$ cat src/rtl/peripheral_register_sync_defs.svh
`ifndef PERIPHERAL_REGISTER_SYNC_DEFS_SVH
`define PERIPHERAL_REGISTER_SYNC_DEFS_SVH

// register offsets on the access port
`define OFS_CTRL        8'h00
`define OFS_READ_REQUEST_REGISTER     8'h04
`define OFS_BUSREG      8'h08
`define OFS_CFGREG      8'h0c
`define OFS_CNTREG      8'h10
`define OFS_STATUS      8'h14

// control register fields
`define CTRL_SOFTWARE_RESET_BIT_BIT  0
`define CTRL_ENABLE_BIT 1

// read request register fields
`define RR_ADDR_LSB     0
`define RR_ADDR_MSB     7
`define RR_READ_CONTINUOUS_BIT_BIT    14
`define RR_READ_REQUEST_TRIGGER_BIT     15

// status register fields
`define STATUS_BUSY_BIT 0

// reset values
`define RST_CTRL        32'h0000_0000
`define RST_BUSREG      32'h0000_0000
`define RST_CFGREG      32'h0000_0000

// synchroniser depth in flip-flops
`define SYNC_STAGES     2

`endif

$ cat src/rtl/peripheral_register_sync_pkg.sv
package peripheral_register_sync_pkg;

    typedef enum logic [1:0] {
        OP_WR,
        OP_EN,
        OP_RST,
        OP_RD
    } sync_op_t;

    typedef enum logic {
        B_IDLE,
        B_RDWAIT
    } bus_state_t;

endpackage

$ cat src/rtl/peripheral_register_sync.sv
`timescale 1ns/10ps
`default_nettype none
`include "peripheral_register_sync_defs.svh"

module peripheral_register_sync
    import peripheral_register_sync_pkg::*;
#(
    parameter int DATA_W = 32
) (
    input  wire logic              core_clk,
    input  wire logic              rst,
    input  wire logic              genClk,
    input  wire logic              accValid,
    input  wire logic              accWrite,
    input  wire logic [7:0]        accAddr,
    input  wire logic [DATA_W-1:0] accWdata,
    output logic                   accReady,
    output logic      [DATA_W-1:0] accRdata,
    output logic                   sync_pending_flag,
    output logic                   syncReady,
    output logic                   coreEnable,
    output logic                   coreSwReset,
    output logic      [DATA_W-1:0] coreConfig,
    output logic      [DATA_W-1:0] busConfig,
    input  wire logic [DATA_W-1:0] coreCount
);
    typedef struct packed {
        // bus side
        bus_state_t        bst;
        logic              reqT;
        sync_op_t          op;
        logic              bg;
        logic [DATA_W-1:0] opData;
        logic              wasFlight;
        logic              ctrlEn;
        logic              ctrlSwrst;
        logic              read_continuous_bit;
        logic [7:0]        rrAddr;
        logic [DATA_W-1:0] busCfg;
        logic              haveVal;
        logic [DATA_W-1:0] rdata;
        logic              readyPulse;
        // generic clock side, stepped on rising generic clock edges (genPrev every core cycle)
        logic              genPrev;
        logic              reqS1;
        logic              reqS2;
        logic              reqS3;
        logic              reqS4;
        logic              reqDone;
        logic              ackT;
        logic              en;
        logic              swrstPulse;
        logic [DATA_W-1:0] cfg;
        logic [DATA_W-1:0] capture;
    } state_t;

    state_t r;
    state_t next_r;

    logic genSync;
    logic ackSync;

    sync_stage #(.STAGES(`SYNC_STAGES)) genSyncInst (
        .core_clk (core_clk),
        .rst      (rst),
        .d        (genClk),
        .q        (genSync)
    );

    // acknowledge toggle back to the bus side
    sync_stage #(.STAGES(`SYNC_STAGES)) ackSyncInst (
        .core_clk (core_clk),
        .rst      (rst),
        .d        (r.ackT),
        .q        (ackSync)
    );

    logic inFlight;
    logic ctrlBusy;
    logic done;
    logic genTick;
    logic accept;
    logic startSync;
    logic isRead;
    logic isWrite;

    assign inFlight = r.reqT != ackSync;
    assign ctrlBusy = inFlight && (r.op == OP_EN || r.op == OP_RST);
    assign done     = r.wasFlight && !inFlight;
    assign genTick  = genSync && !r.genPrev;
    assign isRead   = accValid && !accWrite;
    assign isWrite  = accValid && accWrite;

    always_comb begin
        next_r            = r;
        next_r.readyPulse = 1'b0;
        next_r.swrstPulse = 1'b0;
        next_r.wasFlight  = inFlight;
        next_r.genPrev    = genSync;
        accReady          = 1'b1;
        startSync         = 1'b0;

        // ready decision per address and direction
        if (accValid) begin
            case (accAddr)
                `OFS_CTRL: begin
                    if (accWrite) begin
                        accReady = !inFlight;
                    end
                end
                `OFS_READ_REQUEST_REGISTER: begin
                    if (accWrite) begin
                        if (accWdata[`RR_READ_REQUEST_TRIGGER_BIT] || accWdata[`RR_READ_CONTINUOUS_BIT_BIT]) begin
                            accReady = !inFlight;
                        end else begin
                            accReady = !ctrlBusy;
                        end
                    end
                end
                `OFS_BUSREG: begin
                    if (accWrite) begin
                        accReady = !ctrlBusy;
                    end
                end
                `OFS_CFGREG: begin
                    if (accWrite) begin
                        accReady = !inFlight;
                    end else begin
                        accReady = !(inFlight && r.op == OP_WR && !r.bg);
                    end
                end
                `OFS_CNTREG: begin
                    if (!accWrite) begin
                        accReady = r.haveVal ||
                                   (r.bst == B_RDWAIT && done);
                    end
                end
                default: accReady = 1'b1;
            endcase
        end
        accept = accValid && accReady;

        // read data, registered one cycle after acceptance
        if (isRead && accept) begin
            case (accAddr)
                `OFS_CTRL: begin
                    next_r.rdata = '0;
                    next_r.rdata[`CTRL_ENABLE_BIT] = r.ctrlEn;
                    next_r.rdata[`CTRL_SOFTWARE_RESET_BIT_BIT]  = r.ctrlSwrst;
                end
                `OFS_READ_REQUEST_REGISTER: begin
                    next_r.rdata = '0;
                    next_r.rdata[`RR_ADDR_MSB:`RR_ADDR_LSB] = r.rrAddr;
                    next_r.rdata[`RR_READ_CONTINUOUS_BIT_BIT] = r.read_continuous_bit;
                end
                `OFS_BUSREG: next_r.rdata = r.busCfg;
                `OFS_CFGREG: next_r.rdata = r.cfg;
                `OFS_CNTREG: next_r.rdata = r.capture;
                `OFS_STATUS: begin
                    next_r.rdata = '0;
                    next_r.rdata[`STATUS_BUSY_BIT] = sync_pending_flag;
                end
                default: next_r.rdata = '0;
            endcase
        end

        // completion of a transfer
        if (done) begin
            if ((r.op == OP_WR || r.op == OP_RD) && !r.bg) begin
                next_r.readyPulse = 1'b1;
            end
            if (r.op == OP_RD) begin
                next_r.haveVal = r.read_continuous_bit || r.bst != B_RDWAIT;
            end
            if (r.op == OP_RST) begin
                next_r.ctrlSwrst = 1'b0;
                next_r.ctrlEn    = 1'b0;
                next_r.read_continuous_bit     = 1'b0;
                next_r.rrAddr    = '0;
                next_r.busCfg    = `RST_BUSREG;
                next_r.haveVal   = 1'b0;
            end
            if (r.bst == B_RDWAIT) begin
                next_r.bst = B_IDLE;
            end
        end

        // accepted writes; at most one starts a sync
        if (isWrite && accept) begin
            case (accAddr)
                `OFS_CTRL: begin
                    startSync = 1'b1;
                    if (accWdata[`CTRL_SOFTWARE_RESET_BIT_BIT]) begin
                        next_r.op        = OP_RST;
                        next_r.ctrlSwrst = 1'b1;
                    end else begin
                        next_r.op     = OP_EN;
                        next_r.ctrlEn = accWdata[`CTRL_ENABLE_BIT];
                    end
                    next_r.opData = accWdata;
                end
                `OFS_READ_REQUEST_REGISTER: begin
                    next_r.rrAddr = accWdata[`RR_ADDR_MSB:`RR_ADDR_LSB];
                    if (accWdata[`RR_READ_REQUEST_TRIGGER_BIT] || accWdata[`RR_READ_CONTINUOUS_BIT_BIT]) begin
                        startSync      = 1'b1;
                        next_r.op      = OP_RD;
                        next_r.haveVal = 1'b0;
                    end
                end
                `OFS_BUSREG: next_r.busCfg = accWdata;
                `OFS_CFGREG: begin
                    startSync     = 1'b1;
                    next_r.op     = OP_WR;
                    next_r.opData = accWdata;
                end
                default: next_r.busCfg = r.busCfg;
            endcase
        end

        // a read-sync register read with no value on hand
        if (isRead && accAddr == `OFS_CNTREG && !r.haveVal &&
            r.bst == B_IDLE && !inFlight) begin
            startSync = 1'b1;
            next_r.op  = OP_RD;
            next_r.bst = B_RDWAIT;
        end

        if (startSync) begin
            next_r.reqT = ~r.reqT;
            next_r.bg   = 1'b0;
            next_r.read_continuous_bit = isWrite && accAddr == `OFS_READ_REQUEST_REGISTER &&
                           accWdata[`RR_READ_CONTINUOUS_BIT_BIT];
        end else if (r.read_continuous_bit && !inFlight && !done && !accValid &&
                     r.haveVal) begin
            // periodic resync; stalls with the generic clock
            next_r.reqT = ~r.reqT;
            next_r.op   = OP_RD;
            next_r.bg   = 1'b1;
        end

        // generic clock side
        if (genTick) begin
            next_r.reqS1 = r.reqT;
            next_r.reqS2 = r.reqS1;
            // two more generic-clock stages stretch a transfer past four periods
            next_r.reqS3 = r.reqS2;
            next_r.reqS4 = r.reqS3;
            if (r.reqS4 != r.reqDone) begin
                next_r.reqDone = r.reqS4;
                next_r.ackT    = r.reqS4;
                case (r.op)
                    OP_WR:  next_r.cfg = r.opData;
                    OP_EN:  next_r.en  = r.opData[`CTRL_ENABLE_BIT];
                    OP_RST: begin
                        next_r.cfg        = `RST_CFGREG;
                        next_r.en         = 1'b0;
                        next_r.swrstPulse = 1'b1;
                    end
                    OP_RD:  next_r.capture = coreCount;
                    default: next_r.capture = r.capture;
                endcase
            end
        end
    end

    always_ff @(posedge core_clk or posedge rst) begin
        if (rst) begin
            r <= '0;
        end else begin
            r <= next_r;
        end
    end

    assign sync_pending_flag    = inFlight && !r.bg;
    assign syncReady   = r.readyPulse;
    assign accRdata    = r.rdata;
    assign coreEnable  = r.en;
    assign coreSwReset = r.swrstPulse;
    assign coreConfig  = r.cfg;
    assign busConfig   = r.busCfg;
endmodule // peripheral_register_sync

`default_nettype wire

$ cat src/rtl/sync_stage.sv
`timescale 1ns/10ps
`default_nettype none

module sync_stage #(
    parameter int STAGES = 2
) (
    input  wire logic core_clk,
    input  wire logic rst,
    input  wire logic d,
    output logic      q
);
    logic [STAGES-1:0] chain;

    always_ff @(posedge core_clk or posedge rst) begin
        if (rst) begin
            chain <= '0;
        end else begin
            chain <= {chain[STAGES-2:0], d};
        end
    end

    assign q = chain[STAGES-1];
endmodule // sync_stage

`default_nettype wire

$ cat config.mk
export PLATFORM = sky130hd
export DESIGN_NAME = peripheral_register_sync
export DESIGN_NICKNAME = d
export VERILOG_FILES = /design/src/rtl/peripheral_register_sync_pkg.sv /design/src/rtl/peripheral_register_sync.sv /design/src/rtl/sync_stage.sv
export VERILOG_INCLUDE_DIRS = /design/src /design/src/rtl
export SDC_FILE = /design/constraint.sdc
export NUM_CORES = 1
export LEC_CHECK = 0
export ABC_AREA = 1
export BUFFER_PORTS_ARGS = -buffer_cell sky130_fd_sc_hd__buf_4
export CORE_MARGIN = 1.5
export CORE_UTILIZATION = 45
export DETAILED_ROUTE_END_ITERATION = 16
export HOLD_SLACK_MARGIN = 0.12
export PLACE_DENSITY = 0.67
export SETUP_SLACK_MARGIN = 0.05
export SYNTH_ARGS = -nofsm -noshare
export SYNTH_HDL_FRONTEND = slang
export SYNTH_SLANG_ARGS = --single-unit
$ cat constraint.sdc
create_clock -name core_clk -period 8.93 [get_ports core_clk]
set_input_delay 1.786 -clock core_clk [delete_from_list [all_inputs] [get_ports core_clk]]
set_output_delay 1.786 -clock core_clk [all_outputs]
set_load 0.02 [all_outputs]
==> impl_metrics.toml <==
[setup_path]
cpMaxStageDelayCell = "nand2_2"
critPathKind = "in2reg"
path_cells = "buf_4, nor2_4, nand2_1, nor2_4, nand2_1, nand2_1, inv_2, nand3_2, nand2_4, inv_2, nand2_2, o21ai_0"
crit_fanout = 61
worst_ep_required_time_ps = 9260
crit_path_end_kind = "register"
cpPeakStageDelay_ps = 850
cp_common_cell = "nand2_1"
cp-start-kind = "primary input"
crit_arrival_ps = 5690

[global_route]
grt_pass1_wl_um = 40000
grt_use_total = 0.229
grt_max_degree = 134
grt_overflow_total = 0
antenna_found_initial = 0
first_global_vias = 7558

[min_path]
hp-class = "reg2reg"

[timing]
fin_tns_setup_ps = 0
slew_headroom = 0.155
max_freq_ghz = 0.186
worst_slew_pin_slew_ps = 1270
rsz0062_at_grt = "no"
slew_violations = 0
setup_viol = 0
period_needed_ps = 5360
hold_viol = 0
skew_ps = 18.0
finalCritPeriodShare = 0.601

[synth]
synthCells = 1180
avgSynthCellArea_um2 = 8.29
yosysTopAreaCell = "dfrtp_1"
yosysWarnings = 0
synthDominantCellAreaShare = 0.488
synthesis.nets = 1260
synthTopCellsByCount = "nand2_1 (308), dfrtp_1 (191), nand3_1 (132), o21ai_0 (118), buf_4 (96)"
yosysUniqueCellTypes = 37
synthTopCellsByArea = "dfrtp_1 (49%), nand2_1 (12%), buf_4 (7.4%)"
synth.ff_latch_count = 191
synth_edf_count = 0
synth_most_common_cell = "nand2_1"
async_reset_ff_frac = 1.00
yosys_most_used_dff = "dfrtp_1"
seq_area_frac_synth = 0.488
synth_area_um2 = 9790

[final_layout]
instances_no_fill = 1506
finish.net_count = 1298
syn_to_final_growth_pct = 12.8
drive_gt1_frac = 0.218
diodes = 0

[clock_tree]
cts.htree.levels = 4
clock_latency_ps = 450
clk_path_buf_depth = 2
cts_root_buffer = "clkbuf_16"
clkTransAtPathRegs_ps = 70
cts_tree = "done"
numCtsBuffers = 17
ctsHoldBuffers = 0
cts.repair.resized = 0
cts_setup_buffers = 0
cts.sinks = 191

[place]
port-buffer-count = 177
dp_hpwl_um = 15800
gp_congestion = 0.816
dp_cells = 1474

[drt]
firstDrtPassIters = 6
wirelength_um = 25200
wire_per_inst_um = 16.7
drcViolationCount = 0
drt_iter0_drc = 643
postRouteAntennaNets = 0
viasPerCell = 5.27
via_count = 7930

[outcome]
status = "finished, final reports clean"

[power_and_ir_drop]
powerDensity_nw_per_um2 = 226
p_leak_nw = 5.44
ir_worst_vdd_v = 0.000130

[die]
core_um2 = 21200
dieHeight_um = 150
die_width_um = 150
fp-row-count = 53
start_util = 0.463
boundaryPins = 178
die-area_um2 = 22600

[run]
drv_cap = 0
worst paths after layout:
path	to	slack, ps	start	cells past startpoint
worst max-delay path	r[156]$_DFFE_PP0P_	3570	accAddr[1]	12
worst min-delay path	ackSyncInst.chain[1]$_DFF_PP0_	360	ackSyncInst.chain[0]$_DFF_PP0_	0
worst max register to register	r[156]$_DFFE_PP0P_	5330	r[184]$_DFF_PP0_	9
worst min register to register	ackSyncInst.chain[1]$_DFF_PP0_	360	ackSyncInst.chain[0]$_DFF_PP0_	0
max in group asynchronous	busConfig[22]$_DFFE_PP0P_	6100	rst	3
min in group asynchronous	syncReady$_DFF_PP0_	1470	rst	2
where the power goes:
group / switching, mW / internal (mW) / total, mW
sequential: 0.141 / 1.04 / 1.18
combinational: 0.350 / 0.233 / 0.582
clock: 0.344 / 0.391 / 0.735
routing by layer:
| layer | up-vias | track usage | wire length, um |
|---|---|---|---|
| met5 | - | 0 | 0 |
| met4 | 0 | 0.0598 | 353 |
| met3 | 30 | 0.0448 | 1460 |
| met2 | 254 | 0.366 | 11800 |
| met1 | 3809 | 0.320 | 11500 |
| li1 | 3837 | - | - |
kinds of logic (layout without fill, tap and decap cells):
logic type                 count (synthesis)  count (layout)  synth area share
AOI/OAI and AO/OA                        180             180             0.107
muxes                                     28              28            0.0322
adders and majority gates                  3               3           0.00384
xor gates and xnor gates                   1               1          0.000895
and+or+nand+nor                          512             512             0.222
buffers and inverters                    265             316             0.146
DFF                                      191             191             0.488
final cells by class:
cell class / count / area [um^2]
fillers: 2012 / 10100
flip-flops and latches: 191 / 4780
multi-input cells: 724 / 3600
repair buffers: 181 / 1360
clock buffers: 18 / 439
inverters: 103 / 394
well taps: 275 / 344
clock inverters: 14 / 119
metrics by stage:
stage                     total power [mW]  worst slack (ps)  utilization  cell area [um^2]  hold slack [ps]
final                                 2.50              3570        0.522             11000              357
after global routing                  2.64              3190        0.522             11000              364
after CTS                             2.51              3570        0.522             11000              357
after detailed placement              1.78              3110        0.495             10500              344
after global placement                1.76              3360        0.495             10500              332
after floorplan                       1.61              1950            -              9790              331
flip-flops by register name, indices dropped and copies added, names as in the netlist, 2 cells and up:
signal	flops
r	88
accRdata	32
busConfig	32
coreConfig	32
ackSyncInst.chain	2
genSyncInst.chain	2
placed cells by master (no fill, tap or decap), types with 2 or more instances in the layout:
| cell | netlist | final |
|---|---|---|
| inv_1 | 94 | 92 |
| clkinv_1 | 2 | 2 |
| inv_2 | 7 | 8 |
| nand2_1 | 308 | 306 |
| a21oi_1 | 5 | 5 |
| clkinv_4 | 0 | 4 |
| o2111ai_1 | 9 | 9 |
| nor3_1 | 4 | 4 |
| a221oi_1 | 23 | 23 |
| dfrtp_1 | 191 | 191 |
| nand3_1 | 132 | 132 |
| mux2_2 | 28 | 28 |
| nor2_1 | 46 | 45 |
| nor2_4 | 1 | 3 |
| buf_4 | 96 | 181 |
| nor2_2 | 5 | 4 |
| clkinv_2 | 0 | 6 |
| o21ai_0 | 118 | 118 |
| nand2_2 | 4 | 6 |
| o21ai_1 | 16 | 16 |
| ha_1 | 3 | 3 |
| o211ai_1 | 4 | 4 |
| clkbuf_16 | 0 | 17 |
| clkinvlp_4 | 0 | 2 |
| nand4_1 | 6 | 6 |
critical path, delay by kind of cell:
kind                   cells  cell delay (ps)
buffers and inverters      3              850
AO/OA/AOI/OAI              1              450
AND/OR/NAND/NOR            8             2570
(Power assumes the default switching activity.)
